[config.mk]
export PLATFORM = sky130hd
export DESIGN_NAME = ssse_top
export DESIGN_NICKNAME = d
export VERILOG_FILES = /design/src/hdl/ssse_pkg.sv /design/src/hdl/ssse_sampler.sv /design/src/hdl/ssse_fifo.sv /design/src/hdl/ssse_top.sv
export SDC_FILE = /design/constraint.sdc
export NUM_CORES = 1
export LEC_CHECK = 0
export ABC_AREA = 1
export ABC_CLOCK_PERIOD_IN_PS = 4450
export BUFFER_PORTS_ARGS = -buffer_cell sky130_fd_sc_hd__buf_2
export CORE_MARGIN = 2
export CORE_UTILIZATION = 35
export CTS_CLUSTER_SIZE = 24
export DETAILED_ROUTE_END_ITERATION = 10
export HOLD_SLACK_MARGIN = 0.03
export PLACE_DENSITY = 0.57
export SYNTH_ARGS = -nofsm -noshare
export SYNTH_HDL_FRONTEND = slang
export SYNTH_HIERARCHICAL = 1
export SYNTH_SLANG_ARGS = --single-unit
[constraint.sdc]
create_clock -name clk -period 4.45 [get_ports clk]
set_input_delay 0.6675 -clock clk [delete_from_list [all_inputs] [get_ports clk]]
set_output_delay 0.6675 -clock clk [all_outputs]
set_load 0.05 [all_outputs]
[src/hdl/ssse_pkg.sv]
package ssse_pkg;

  // ----------------------------------------
  // status channel words
  // ----------------------------------------
  localparam logic [1:0] SSSE_STAT_FRAME     = 2'h3;
  localparam logic [1:0] SSSE_STAT_SATISFIED = 2'h2;
  localparam int         SSSE_FRAME_LOSS_RUN = 4;
  localparam logic [1:0] SSSE_DIP2_SEED      = 2'h0;

  // ----------------------------------------
  // data path words and fields
  // ----------------------------------------
  localparam int         SSSE_CREDIT_WORDS  = 8;
  localparam logic [3:0] SSSE_DIP4_FILL     = 4'hf;
  localparam logic [1:0] SSSE_EOPS_NONE     = 2'h0;
  localparam logic [1:0] SSSE_EOPS_ABORT    = 2'h1;
  localparam logic [1:0] SSSE_EOPS_TWO      = 2'h2;
  localparam logic [1:0] SSSE_EOPS_ONE      = 2'h3;
  localparam logic [15:0] SSSE_TRAIN_CTL    = 16'h0fff;
  localparam logic [15:0] SSSE_TRAIN_DATA   = 16'hf000;
  localparam int         SSSE_TRAIN_REPS    = 10;
  localparam int         SSSE_TRAIN_LEN     = 2 * SSSE_TRAIN_REPS + 1;

  // ----------------------------------------
  // fifo entry layout
  // ----------------------------------------
  localparam int SSSE_FE_CHAN_LSB  = 16;
  localparam int SSSE_FE_MOD_BIT   = 24;
  localparam int SSSE_FE_EOP_BIT   = 25;
  localparam int SSSE_FE_SOP_BIT   = 26;
  localparam int SSSE_FE_ABORT_BIT = 27;
  localparam int SSSE_FE_W         = 28;
  localparam int SSSE_FIFO_DEPTH   = 16;

  // ----------------------------------------
  // types
  // ----------------------------------------
  typedef enum logic [1:0] {SSSE_RESET, SSSE_HUNT, SSSE_SYNC} ssse_state_t;
  typedef enum logic [1:0] {PH_SEARCH, PH_ENTRY, PH_DIP, PH_FRAME} ssse_phase_t;
  typedef enum logic {TX_GAP, TX_BURST} ssse_tx_t;

  function automatic logic [15:0] ssse_ctl_word(input logic       typ,
                                                input logic [1:0] eops,
                                                input logic       sop,
                                                input logic [7:0] chan);
    ssse_ctl_word = {typ, eops, sop, chan, SSSE_DIP4_FILL};
  endfunction

  function automatic logic [1:0] ssse_dip2_step(input logic [1:0] acc,
                                                input logic [1:0] w);
    ssse_dip2_step = {acc[0] ^ w[1], acc[1] ^ w[0]};
  endfunction

endpackage

[src/hdl/ssse_sampler.sv]
`timescale 1ns/10ps
module ssse_sampler (
  // clock and reset
  input  wire logic       clk,
  input  wire logic       resetn,
  // status link pins
  input  wire logic       link_clk,
  input  wire logic [1:0] link_data,
  // sampled words
  output logic            word_stb,
  output logic [1:0]      word
);
  logic       clk_meta_reg;
  logic       clk_sync_reg;
  logic       clk_prev_reg;
  logic [1:0] dat_meta_reg;
  logic [1:0] dat_sync_reg;

  // ----------------------------------------
  // two-flop synchronisers
  // ----------------------------------------
  always_ff @(posedge clk) begin
    if (!resetn) begin
      clk_meta_reg <= 1'b0;
      clk_sync_reg <= 1'b0;
      clk_prev_reg <= 1'b0;
      dat_meta_reg <= 2'h0;
      dat_sync_reg <= 2'h0;
    end else begin
      clk_meta_reg <= link_clk;
      clk_sync_reg <= clk_meta_reg;
      clk_prev_reg <= clk_sync_reg;
      dat_meta_reg <= link_data;
      dat_sync_reg <= dat_meta_reg;
    end
  end

  // ----------------------------------------
  // word capture
  // ----------------------------------------
  // taken on the falling edge: mid-bit, far from where the far end changes it
  always_ff @(posedge clk) begin
    if (!resetn) begin
      word_stb <= 1'b0;
      word     <= 2'h0;
    end else begin
      word_stb <= clk_prev_reg & ~clk_sync_reg;
      if (clk_prev_reg & ~clk_sync_reg) begin
        word <= dat_sync_reg;
      end
    end
  end
endmodule

[src/hdl/ssse_fifo.sv]
`timescale 1ns/10ps
module ssse_fifo #(
  parameter int W     = 28,
  parameter int DEPTH = 16
) (
  // clock and reset
  input  wire logic         clk,
  input  wire logic         resetn,
  input  wire logic         clear_low,
  // fill side
  input  wire logic         in_valid,
  output logic              in_ready,
  input  wire logic [W-1:0] in_data,
  // drain side
  output logic              out_valid,
  input  wire logic         out_ready,
  output logic [W-1:0]      out_data
);
  localparam int AW = $clog2(DEPTH);

  logic [W-1:0] mem [DEPTH];
  logic [AW-1:0] wr_ptr_reg;
  logic [AW-1:0] rd_ptr_reg;
  logic [AW:0]   count_reg;
  logic [AW:0]   count_next;
  logic          push;
  logic          load;

  assign push = in_valid & in_ready;
  assign load = (count_reg != '0) & (~out_valid | out_ready);

  always_comb begin
    count_next = count_reg;
    if (push && !load) begin
      count_next = count_reg + 1'b1;
    end else if (!push && load) begin
      count_next = count_reg - 1'b1;
    end
  end

  // ----------------------------------------
  // storage
  // ----------------------------------------
  always_ff @(posedge clk) begin
    if (push) begin
      mem[wr_ptr_reg] <= in_data;
    end
  end

  // ----------------------------------------
  // pointers, level and registered read
  // ----------------------------------------
  always_ff @(posedge clk) begin
    if (!resetn || !clear_low) begin
      wr_ptr_reg <= '0;
      rd_ptr_reg <= '0;
      count_reg  <= '0;
      in_ready   <= 1'b1;
      out_valid  <= 1'b0;
      out_data   <= '0;
    end else begin
      count_reg <= count_next;
      in_ready  <= count_next < (AW + 1)'(DEPTH);
      if (push) begin
        wr_ptr_reg <= wr_ptr_reg + 1'b1;
      end
      if (load) begin
        rd_ptr_reg <= rd_ptr_reg + 1'b1;
        out_data   <= mem[rd_ptr_reg];
        out_valid  <= 1'b1;
      end else if (out_ready) begin
        out_valid <= 1'b0;
      end
    end
  end
endmodule

[src/hdl/ssse_top.sv]
`timescale 1ns/10ps
module ssse_top
  import ssse_pkg::*;
#(
  parameter int CNT_W = 4
) (
  // clock and reset
  input  wire logic             clk,
  input  wire logic             resetn,
  // configuration
  input  wire logic             source_enable,
  input  wire logic [CNT_W-1:0] sync_match_count,
  input  wire logic [CNT_W-1:0] loss_error_count,
  input  wire logic [7:0]       calendar_length,
  input  wire logic [3:0]       calendar_repeat,
  // status link
  input  wire logic             tx_status_clk,
  input  wire logic [1:0]       tx_status_lines,
  // data link
  output logic [15:0]           tx_data_bus,
  output logic                  tx_ctl,
  // user write side
  input  wire logic             fifo_clear_low,
  input  wire logic             wr_valid,
  output logic                  wr_ready,
  input  wire logic [15:0]      wr_data,
  input  wire logic [7:0]       wr_chan,
  input  wire logic             wr_sop,
  input  wire logic             wr_eop,
  input  wire logic             fifo_byte_modulo,
  // user status side
  output logic [1:0]            user_status_out,
  output logic [11:0]           user_status_slot,
  output logic                  user_status_valid,
  // flags
  output logic                  out_of_frame_flag,
  output logic                  parity_error_flag,
  output logic                  frame_word_error_flag,
  output logic                  frame_word_error_alias,
  output logic                  pattern_error_flag
);
  import ssse_pkg::*;

  ssse_state_t       state_reg;
  ssse_state_t       state_next;
  ssse_phase_t       phase_reg;
  ssse_tx_t          tx_st_reg;
  logic              st_stb;
  logic [1:0]        st_word;
  logic [11:0]       seq_len;
  logic [11:0]       slot_reg;
  logic [1:0]        acc_reg;
  logic              prev11_reg;
  logic [CNT_W-1:0]  match_reg;
  logic [CNT_W-1:0]  err_reg;
  logic [2:0]        run11_reg;
  logic              is11;
  logic              dip_ev;
  logic              dip_ok;
  logic              frame_bad;
  logic              entry_ev;
  logic              go_sync;
  logic              go_hunt;
  logic              wr_take;
  logic              chan_change;
  logic              mid_credit;
  logic              abort_flag;
  logic              pat_err;
  logic [15:0]       data_fixed;
  logic [SSSE_FE_W-1:0] f_in;
  logic              f_valid;
  logic              f_ready;
  logic [SSSE_FE_W-1:0] f_out;
  logic              pkt_open_reg;
  logic [7:0]        last_chan_reg;
  logic [2:0]        credit_pos_reg;
  logic [2:0]        burst_cnt_reg;
  logic [1:0]        eops_reg;
  logic [4:0]        train_reg;

  // ----------------------------------------
  // status sampling
  // ----------------------------------------
  ssse_sampler u_sampler (
    .clk       (clk),
    .resetn    (resetn),
    .link_clk  (tx_status_clk),
    .link_data (tx_status_lines),
    .word_stb  (st_stb),
    .word      (st_word)
  );

  assign seq_len   = {4'h0, calendar_length} * ({8'h00, calendar_repeat} + 12'h001);
  assign is11      = st_word == SSSE_STAT_FRAME;
  assign dip_ev    = st_stb & (phase_reg == PH_DIP);
  assign dip_ok    = st_word == ~acc_reg;
  assign frame_bad = st_stb & (phase_reg == PH_FRAME) & ~is11;
  assign entry_ev  = st_stb & (phase_reg == PH_ENTRY);

  // ----------------------------------------
  // status deframer
  // ----------------------------------------
  always_ff @(posedge clk) begin
    if (!resetn || !source_enable || go_hunt) begin
      phase_reg  <= PH_SEARCH;
      slot_reg   <= 12'h000;
      acc_reg    <= SSSE_DIP2_SEED;
      prev11_reg <= 1'b0;
    end else if (st_stb) begin
      prev11_reg <= is11;
      case (phase_reg)
        PH_SEARCH: begin
          if (prev11_reg && !is11) begin
            acc_reg   <= ssse_dip2_step(SSSE_DIP2_SEED, st_word);
            slot_reg  <= 12'h001;
            phase_reg <= (seq_len == 12'h001) ? PH_DIP : PH_ENTRY;
          end
        end
        PH_ENTRY: begin
          acc_reg  <= ssse_dip2_step(acc_reg, st_word);
          slot_reg <= slot_reg + 12'h001;
          if (slot_reg + 12'h001 >= seq_len) begin
            phase_reg <= PH_DIP;
          end
        end
        PH_DIP: begin
          phase_reg <= PH_FRAME;
        end
        PH_FRAME: begin
          if (state_reg == SSSE_SYNC) begin
            slot_reg  <= 12'h000;
            acc_reg   <= SSSE_DIP2_SEED;
            phase_reg <= PH_ENTRY;
          end else begin
            // out of frame, wait for next transition
            phase_reg <= PH_SEARCH;
          end
        end
        default: begin
          phase_reg <= PH_SEARCH;
        end
      endcase
    end
  end

  // ----------------------------------------
  // sync state machine
  // ----------------------------------------
  // acquisition gated by enable
  assign go_sync = (state_reg == SSSE_HUNT) & source_enable & dip_ev & dip_ok
                   & (match_reg + 1'b1 >= sync_match_count);
  assign go_hunt = (state_reg == SSSE_SYNC)
                   & (~source_enable
                      | (dip_ev & ~dip_ok & (err_reg + 1'b1 >= loss_error_count))
                      | (st_stb & is11 & (run11_reg == 3'(SSSE_FRAME_LOSS_RUN - 1))));

  always_comb begin
    state_next = state_reg;
    case (state_reg)
      SSSE_RESET: state_next = SSSE_HUNT;
      SSSE_HUNT:  state_next = go_sync ? SSSE_SYNC : SSSE_HUNT;
      SSSE_SYNC:  state_next = go_hunt ? SSSE_HUNT : SSSE_SYNC;
      default:    state_next = SSSE_RESET;
    endcase
  end

  always_ff @(posedge clk) begin
    if (!resetn) begin
      state_reg         <= SSSE_RESET;
      out_of_frame_flag <= 1'b1;
    end else begin
      state_reg         <= state_next;
      out_of_frame_flag <= state_next != SSSE_SYNC;
    end
  end

  always_ff @(posedge clk) begin
    if (!resetn || !source_enable || state_reg == SSSE_RESET || go_sync || go_hunt) begin
      match_reg <= '0;
      err_reg   <= '0;
    end else if (dip_ev) begin
      match_reg <= dip_ok ? match_reg + 1'b1 : '0;
      err_reg   <= dip_ok ? '0 : err_reg + 1'b1;
    end else if (frame_bad && state_reg == SSSE_HUNT) begin
      match_reg <= '0;
    end
  end

  always_ff @(posedge clk) begin
    if (!resetn || state_reg != SSSE_SYNC) begin
      run11_reg <= 3'h0;
    end else if (st_stb) begin
      run11_reg <= is11 ? run11_reg + 3'h1 : 3'h0;
    end
  end

  // ----------------------------------------
  // status flags
  // ----------------------------------------
  always_ff @(posedge clk) begin
    if (!resetn) begin
      parity_error_flag      <= 1'b0;
      frame_word_error_flag  <= 1'b0;
      frame_word_error_alias <= 1'b0;
    end else begin
      parity_error_flag      <= dip_ev & ~dip_ok;
      frame_word_error_flag  <= frame_bad;
      frame_word_error_alias <= frame_bad;
    end
  end

  // ----------------------------------------
  // user status
  // ----------------------------------------
  always_ff @(posedge clk) begin
    if (!resetn) begin
      user_status_out   <= SSSE_STAT_SATISFIED;
      user_status_slot  <= 12'h000;
      user_status_valid <= 1'b0;
    end else if (state_reg == SSSE_SYNC) begin
      // forward received status
      // no pulse for the word on which frame is lost
      user_status_valid <= entry_ev & ~go_hunt;
      if (entry_ev) begin
        user_status_out  <= st_word;
        user_status_slot <= slot_reg;
      end
    end else begin
      user_status_out   <= SSSE_STAT_SATISFIED;
      user_status_valid <= 1'b0;
    end
  end

  // ----------------------------------------
  // write side checks
  // ----------------------------------------
  assign wr_take     = wr_valid & wr_ready;
  assign chan_change = wr_chan != last_chan_reg;
  assign mid_credit  = pkt_open_reg & (credit_pos_reg != 3'h0);
  // abort only on sop or new channel
  assign abort_flag  = mid_credit & (wr_sop | chan_change);
  assign pat_err     = (mid_credit & chan_change)
                       | (fifo_byte_modulo & ~wr_eop)
                       | (fifo_byte_modulo & wr_eop & (wr_data[7:0] != 8'h00));
  assign data_fixed  = (wr_eop & fifo_byte_modulo) ? {wr_data[15:8], 8'h00} : wr_data;
  assign f_in        = {abort_flag, wr_sop, wr_eop, fifo_byte_modulo & wr_eop,
                        wr_chan, data_fixed};

  always_ff @(posedge clk) begin
    if (!resetn || !fifo_clear_low) begin
      pkt_open_reg       <= 1'b0;
      last_chan_reg      <= 8'h00;
      credit_pos_reg     <= 3'h0;
      pattern_error_flag <= 1'b0;
    end else begin
      pattern_error_flag <= wr_take & pat_err;
      if (wr_take) begin
        pkt_open_reg  <= ~wr_eop;
        last_chan_reg <= wr_chan;
        if (wr_eop) begin
          credit_pos_reg <= 3'h0;
        end else if (wr_sop || chan_change) begin
          credit_pos_reg <= 3'h1;
        end else begin
          credit_pos_reg <= credit_pos_reg + 3'h1;
        end
      end
    end
  end

  // fifo clear leaves the sync state alone
  ssse_fifo #(
    .W     (SSSE_FE_W),
    .DEPTH (SSSE_FIFO_DEPTH)
  ) u_fifo (
    .clk       (clk),
    .resetn    (resetn),
    .clear_low (fifo_clear_low),
    .in_valid  (wr_valid),
    .in_ready  (wr_ready),
    .in_data   (f_in),
    .out_valid (f_valid),
    .out_ready (f_ready),
    .out_data  (f_out)
  );

  // ----------------------------------------
  // transmit path
  // ----------------------------------------
  // drain only inside a burst; an empty fifo ends the burst early with an idle word
  assign f_ready = tx_st_reg == TX_BURST;

  always_ff @(posedge clk) begin
    if (!resetn) begin
      tx_st_reg     <= TX_GAP;
      tx_data_bus   <= ssse_ctl_word(1'b0, SSSE_EOPS_NONE, 1'b0, 8'h00);
      tx_ctl        <= 1'b1;
      burst_cnt_reg <= 3'h0;
      eops_reg      <= SSSE_EOPS_NONE;
      train_reg     <= 5'h00;
    end else begin
      case (tx_st_reg)
        TX_BURST: begin
          train_reg <= 5'h00;
          if (f_valid) begin
            tx_data_bus   <= f_out[15:0];
            tx_ctl        <= 1'b0;
            burst_cnt_reg <= burst_cnt_reg + 3'h1;
            if (f_out[SSSE_FE_EOP_BIT]) begin
              eops_reg  <= f_out[SSSE_FE_MOD_BIT] ? SSSE_EOPS_ONE : SSSE_EOPS_TWO;
              tx_st_reg <= TX_GAP;
            end else if (burst_cnt_reg == 3'(SSSE_CREDIT_WORDS - 1)) begin
              tx_st_reg <= TX_GAP;
            end
          end else begin
            // paused mid-burst: close it with an idle word
            tx_data_bus <= ssse_ctl_word(1'b0, SSSE_EOPS_NONE, 1'b0, 8'h00);
            tx_ctl      <= 1'b1;
            tx_st_reg   <= TX_GAP;
          end
        end
        TX_GAP: begin
          tx_ctl <= 1'b1;
          if (state_reg == SSSE_SYNC && f_valid) begin
            // abort carried in the opening control word
            tx_data_bus   <= ssse_ctl_word(1'b1,
                               f_out[SSSE_FE_ABORT_BIT] ? SSSE_EOPS_ABORT : eops_reg,
                               f_out[SSSE_FE_SOP_BIT],
                               f_out[SSSE_FE_CHAN_LSB +: 8]);
            eops_reg      <= SSSE_EOPS_NONE;
            burst_cnt_reg <= 3'h0;
            tx_st_reg     <= TX_BURST;
            train_reg     <= 5'h00;
          end else if (state_reg == SSSE_SYNC || eops_reg != SSSE_EOPS_NONE) begin
            // pending end of packet goes out before training starts
            tx_data_bus <= ssse_ctl_word(1'b0, eops_reg, 1'b0, 8'h00);
            eops_reg    <= SSSE_EOPS_NONE;
            train_reg   <= 5'h00;
          end else begin
            if (train_reg == 5'h00) begin
              tx_data_bus <= ssse_ctl_word(1'b0, SSSE_EOPS_NONE, 1'b0, 8'h00);
            end else if (train_reg <= 5'(SSSE_TRAIN_REPS)) begin
              tx_data_bus <= SSSE_TRAIN_CTL;
            end else begin
              tx_data_bus <= SSSE_TRAIN_DATA;
              tx_ctl      <= 1'b0;
            end
            train_reg <= (train_reg == 5'(SSSE_TRAIN_LEN - 1)) ? 5'h00 : train_reg + 5'h01;
          end
        end
        default: begin
          tx_st_reg <= TX_GAP;
        end
      endcase
    end
  end
endmodule

; ---- Yosys cells after proc, flatten, opt, wreduce, memory -nomap -nowiden
; Memory sizes are Yosys's and may differ from the RTL's. A register that Yosys moved wholly into a read port is not among the register bits.
; Index checks and enable logic that the tools add are counted.
[op_classes]
mul = 1
reduce_logical = 36
n_addsub = 12
magnitude_cmp = 5
muxes = 59
n_eq_ne = 21
bitwise_logic = 41
[op_table]
columns = operator, n
row1 = $mux 16, 5
row2 = $pmux 12 s3, 1
row3 = $pmux 16 s2, 1
row4 = $mux 5, 5
row5 = $and 1x1->1, 24
row6 = $mux 12, 2
row7 = $mux 2, 12
row8 = $add 4x1->4 const B, 4
row9 = $mux 4, 4
row10 = $mux 1, 15
row11 = $mux 3, 5
row12 = $add 12x1->12 const B, 1
row13 = $eq 12x1->1 const B, 1
row14 = $ge 12x12->1, 1
row15 = $mul 8x5->12, 1
row16 = $pmux 2 s3, 2
row17 = $add 5x1->5 const B, 2
row18 = $pmux 5 s2, 1
row19 = $add 3x1->3 const B, 3
row20 = $logic_or 1x1->1, 9
row21 = $eq 2x2->1 const B, 4
row22 = $ge 4x4->1, 2
row23 = $mux 8, 1
row24 = $ne 2x1->1 const B, 4
row25 = other kinds (31), 65
[word_totals]
word_cells = 212
inputBits = 55
out_inout_bits = 38
register_bits = 114
mem_count = 1
ram_bits = 448
[mem_list]
columns = memory, depth, word_bits, rd, rd_ports_with_merged_regs, write_ports, line
row1 = u_fifo.mem, 16, 28, 1, 1, 1, ssse_fifo.sv:21  ; logic [W-1:0] mem [DEPTH];

; ---- Depth between registers and ports, before layout
[logic_depth]
word_depth = 11
ltp_mapped = 28

; ---- By module
; Netlist, hierarchy kept.
[modules_own_cells]
columns = mod, area_each_um2, n_inst, cells_per_inst
row1 = ssse_fifo, 20845.0, 1, 2031
row2 = ssse_top, 5820.6, 1, 801
row3 = ssse_sampler, 321.6, 1, 39

; ---- Worst setup path after synthesis
; OpenSTA, ideal clock, no wires.
[synth_path]
path_type = input to register
start = input port calendar_repeat[0]
end = register phase_reg[1]
arrival_time_ns = 4.586
stages = 24
n_path_buf = 0
slack_ns = -0.256
setup_ns = 0.120
t_required_ns = 4.330
cell_sequence = ha_1 xor2_1 nand2_1 fa_1 fa_1 fa_1 inv_1 ha_1 inv_1 nor3_1 nand2_1 nand3_1 nand2_1 nand3b_1 nand2_1 ha_1 a21oi_1 o21ai_0 a21oi_1 nand4_1 nand2_1 nand2_1 nand2_1 a21oi_1
[synth_via]
elab_chain_cells = 6
elab_cells_between_ends = 9
classes_between = 1 x add/sub / 1 x mul / 1 x order compare / 2 x eq/ne / 3 x mux / 1 x reduce/logical
[synth_rtl]
columns = element, line
row1 = start: declaration, ssse_top.sv:15  ; input wire logic [3:0] calendar_repeat,
row2 = $add 4x1->5 *, ssse_top.sv:93  ; assign seq_len = {4'h0, calendar_length} * ({8'h00, calendar_repeat} + 12'h001);
row3 = $mul 8x5->12 *, ssse_top.sv:93
row4 = "parallel branches: the longest is 4 deep, another holds $ge 12x12->1", --
row5 = end signal: assignment, ssse_top.sv:116  ; phase_reg <= (seq_len == 12'h001) ? PH_DIP : PH_ENTRY;
row6 = end: declaration, ssse_top.sv:46  ; ssse_phase_t phase_reg;
; Mark *: on every way between the ends. The select of a mux whose other input is x is not followed.
; A chain may end at the register's enable or synchronous reset.

; ---- Worst setup path after layout
; Ends and elaborated chain as after synthesis.

==> flow_results.xml <==
<?xml version="1.0" encoding="UTF-8"?>
<metrics>
  <group name="route">
    <metric name="detailroute.via_count" unit="">19000</metric>
    <metric name="met3WireLength" unit="mm">4.26</metric>
    <metric name="wirelength" unit="mm">69.7</metric>
    <metric name="wl_per_cell" unit="um">17.1</metric>
    <metric name="top_layer" unit="">met5</metric>
    <metric name="detailedRoute.firstIterationViolations" unit="">1559</metric>
    <metric name="post-route-drc-count" unit="">0</metric>
    <metric name="ant_nets" unit="">0</metric>
    <metric name="drt-pass1-iter-count" unit="">5</metric>
    <metric name="detail_route.wirelength.met1" unit="mm">31.2</metric>
    <metric name="detail_route.vias_per_cell" unit="">4.66</metric>
    <metric name="met2WireLength" unit="mm">32.6</metric>
  </group>
  <group name="worst_setup_path">
    <metric name="start_kind" unit="">input port</metric>
    <metric name="critical_path.max_fanout" unit="">5</metric>
    <metric name="worstPathRequired" unit="ps">4930</metric>
    <metric name="critPathArrivalTime" unit="ps">4750</metric>
    <metric name="criticalPathCategory" unit="">in2reg</metric>
    <metric name="timing.critical_path.to_type" unit="">flop</metric>
  </group>
  <group name="timing">
    <metric name="fin_worst_skew" unit="ps">27.9</metric>
    <metric name="finalHoldViolations" unit="">0</metric>
    <metric name="timing.max_slew.rel_slack" unit="%">28.8</metric>
    <metric name="worst_slew_pin_slew" unit="ps">1060</metric>
    <metric name="final_critical_path_setup_slack" unit="ps">181</metric>
    <metric name="fmax" unit="MHz">234</metric>
    <metric name="timing.final.setup_violations" unit="">0</metric>
    <metric name="timing.setup.tns" unit="ps">0</metric>
    <metric name="final_critical_period" unit="ps">4270</metric>
    <metric name="final_min_period_over_clock_period" unit="%">95.9</metric>
    <metric name="timing_max_transition_violations_final" unit="">0</metric>
  </group>
  <group name="placement">
    <metric name="gp_congestion" unit="">0.786</metric>
    <metric name="detailedPlacementHpwl" unit="mm">41.6</metric>
    <metric name="place.detailed.instances" unit="">3945</metric>
    <metric name="count_of_buffers_inserted_at_the_top_level_ports" unit="">92</metric>
    <metric name="preCtsSetupSlack" unit="ps">-496</metric>
    <metric name="placed_area" unit="mm2">0.0289</metric>
  </group>
  <group name="synthesis">
    <metric name="ys.warnings.count" unit="">6</metric>
    <metric name="synth-edff-count" unit="">448</metric>
    <metric name="syn_avg_cell_area" unit="um2">9.40</metric>
    <metric name="synth.lib_cells_used.distinct" unit="">46</metric>
    <metric name="leading_cell_types_by_total_area_after_synthesis" unit="">sky130_fd_sc_hd__edfxtp_1, sky130_fd_sc_hd__nand2_1, sky130_fd_sc_hd__dfxtp_1</metric>
    <metric name="synth_top_flop_cell" unit="">sky130_fd_sc_hd__edfxtp_1</metric>
    <metric name="number_of_synthesized_register_bits" unit="">590</metric>
    <metric name="synth_most_common_cell" unit="">sky130_fd_sc_hd__nand2_1</metric>
    <metric name="synth_top_cells_by_count" unit="">sky130_fd_sc_hd__nand2_1, sky130_fd_sc_hd__edfxtp_1, sky130_fd_sc_hd__inv_1, sky130_fd_sc_hd__nand3_1, sky130_fd_sc_hd__nor2_1</metric>
    <metric name="synth.yosys.seq_area_share" unit="%">60.4</metric>
    <metric name="post_synthesis_cell_count" unit="">2871</metric>
    <metric name="synth_area" unit="mm2">0.0270</metric>
    <metric name="synth.top_cell.area_share" unit="%">49.8</metric>
    <metric name="yosysTopAreaCell" unit="">sky130_fd_sc_hd__edfxtp_1</metric>
    <metric name="syn_nets" unit="">3010</metric>
    <metric name="asyncSetResetFlopFracSynth" unit="%">0</metric>
  </group>
  <group name="grt">
    <metric name="grt_antenna_before_repair" unit="">5</metric>
    <metric name="grt_max_degree" unit="">131</metric>
    <metric name="first_global_vias" unit="">17500</metric>
    <metric name="grt_pass1_wl" unit="mm">106</metric>
    <metric name="global_route_usage_sum" unit="%">17.6</metric>
    <metric name="grt-ovfl-total" unit="">0</metric>
  </group>
  <group name="clock_tree">
    <metric name="insertion_delay_of_the_later_clocked_pin_in_the_worst_skew_pair" unit="ps">610</metric>
    <metric name="cts_root_buffer" unit="">sky130_fd_sc_hd__clkbuf_16</metric>
    <metric name="cts_hold_repair.buffers" unit="">0</metric>
    <metric name="cts-htree-levels" unit="">3</metric>
    <metric name="tritoncts.num_buffers" unit="">66</metric>
    <metric name="post_cts_clock_slew_at_the_launch_and_capture_registers_of_the_worst_setup_and_hold_paths" unit="ps">60</metric>
    <metric name="clock_sinks" unit="">590</metric>
    <metric name="cts_tree" unit="">built</metric>
    <metric name="clock_path_buffers" unit="">3</metric>
  </group>
  <group name="worst_hold_path">
    <metric name="hold_class" unit="">in2reg</metric>
  </group>
  <group name="layout">
    <metric name="final_core_utilization" unit="%">40.9</metric>
    <metric name="drive_above_1_share" unit="%">11.0</metric>
    <metric name="final_cells" unit="">4068</metric>
    <metric name="layout-area-overhead-vs-synth" unit="%">15.6</metric>
    <metric name="largest_register_ffs" unit="">448</metric>
    <metric name="nNetsFinal" unit="">3124</metric>
    <metric name="top_regs" unit="">u_fifo/mem x448, u_fifo/out_data x28, tx_data_bus x16</metric>
    <metric name="finalInstanceArea" unit="mm2">0.0312</metric>
    <metric name="regMostFlops" unit="">u_fifo/mem</metric>
  </group>
  <group name="power">
    <metric name="vdd.ir_drop.worst" unit="V">0.000538</metric>
    <metric name="total_leakage_power" unit="nW">13.4</metric>
    <metric name="power_density" unit="mW/mm2">524</metric>
  </group>
  <group name="run_status">
    <metric name="outcome" unit="">completed</metric>
  </group>
  <group name="floorplanning">
    <metric name="core_area" unit="mm2">0.0762</metric>
    <metric name="ioPinCount" unit="">93</metric>
    <metric name="fp.dieArea" unit="mm2">0.0793</metric>
    <metric name="start_util" unit="%">35.4</metric>
    <metric name="floorplan.rows" unit="">101</metric>
    <metric name="die_h" unit="um">282</metric>
    <metric name="die-width" unit="um">282</metric>
  </group>
  <group name="job">
    <metric name="drv.max_cap_violation_count" unit="">0</metric>
  </group>
</metrics>
## metal layers
layer | vias up | GRT usage, %
met5 | - | 0
met4 | 2 | 5.21
met3 | 104 | 3.29
met2 | 522 | 28.7
met1 | 8838 | 23.8
li1 | 9511 | -
## where the power goes
part	switching [mW]	internal (mW)
logic	3.27	1.44
clock network	2.18	3.08
registers	0.193	6.17
## repair_timing
item,CTS,global route
setup buffers,0,2
setup endpoints to repair,0,2
resized for setup,0,44
## through the flow
stage	hold slack, ps	total power [mW]
detailed placement	398	11.1
global placement	396	11.1
global route	238	17.3
floorplan	390	9.75
CTS	208	16.4
finish	240	16.4
## cell families (layout without fill, tap and decap cells)
kind of cell	count (synthesis)	in the layout	share of synthesized area, %
buffers and inverters	527	693	8.15
DFF	590	590	60.4
and+or+nand+nor	1499	1499	23.1
other	0	1	0
AOI/OAI and AO/OA	134	134	2.83
adders and majority gates	84	84	4.37
xor gates and xnor gates	37	37	1.20
## layout by cell type, fill, tap and decap left out, drive strengths merged, types with 8 or more instances in the layout
| cell type | n |
|---|---|
| nand2 | 902 |
| edfxtp | 448 |
| inv | 410 |
| nand3 | 374 |
| nor2 | 190 |
| buf | 162 |
| dfxtp | 142 |
| clkbuf | 100 |
| ha | 67 |
| a21oi | 62 |
| o21ai | 43 |
| xor2 | 22 |
| clkinv | 19 |
| fa | 17 |
| xnor2 | 15 |
| nand4 | 15 |
| a22oi | 13 |
| nor3 | 8 |
## final cells by class
cell class	instances	area, um2
clock buffer	100	1900
clock inverter	20	186
sequential	590	16300
tap	1030	1290
antenna	1	2.50
fill	7385	45000
multi-input combinational	1754	8890
timing repair buffer	162	1060
inverter	411	1550
## worst max-delay path, cell delays in order
cell and delay (ps):
sky130_fd_sc_hd__buf_6 110, sky130_fd_sc_hd__ha_4 180, sky130_fd_sc_hd__xor2_4 220, sky130_fd_sc_hd__nand2_2 90, sky130_fd_sc_hd__fa_1 500, sky130_fd_sc_hd__fa_1 520
sky130_fd_sc_hd__inv_1 50, sky130_fd_sc_hd__fa_1 480, sky130_fd_sc_hd__ha_4 280, sky130_fd_sc_hd__nand2_2 70, sky130_fd_sc_hd__nand2_1 70, sky130_fd_sc_hd__nand3_2 100
sky130_fd_sc_hd__nand2_1 60, sky130_fd_sc_hd__nand2_1 70, sky130_fd_sc_hd__nand2_2 80, sky130_fd_sc_hd__o21ai_2 190, sky130_fd_sc_hd__nand2_4 80, sky130_fd_sc_hd__ha_4 250
sky130_fd_sc_hd__a21oi_2 120, sky130_fd_sc_hd__o21ai_1 80, sky130_fd_sc_hd__a21oi_1 120, sky130_fd_sc_hd__nand4_1 110, sky130_fd_sc_hd__nand2_2 120, sky130_fd_sc_hd__nand2_1 60
sky130_fd_sc_hd__nand2_1 50, sky130_fd_sc_hd__a21oi_1 40
## final timing paths
path / slack (ps) / depth (start not counted) / startpoint / to
worst min register to register: 410 / 2 / u_sampler/dat_meta_reg[0]$_SDFF_PN0_ / u_sampler/dat_sync_reg[0]$_SDFF_PN0_
worst max-delay path: 180 / 26 / calendar_repeat[0] / phase_reg[1]$_SDFFE_PP0P_
worst max register to register: 1860 / 12 / u_fifo/count_reg[0]$_SDFFE_PP0P_ / u_fifo/count_reg[1]$_SDFFE_PP0P_
worst min-delay path: 240 / 3 / tx_status_lines[0] / u_sampler/dat_meta_reg[0]$_SDFF_PN0_
(Power assumes the default switching activity.)
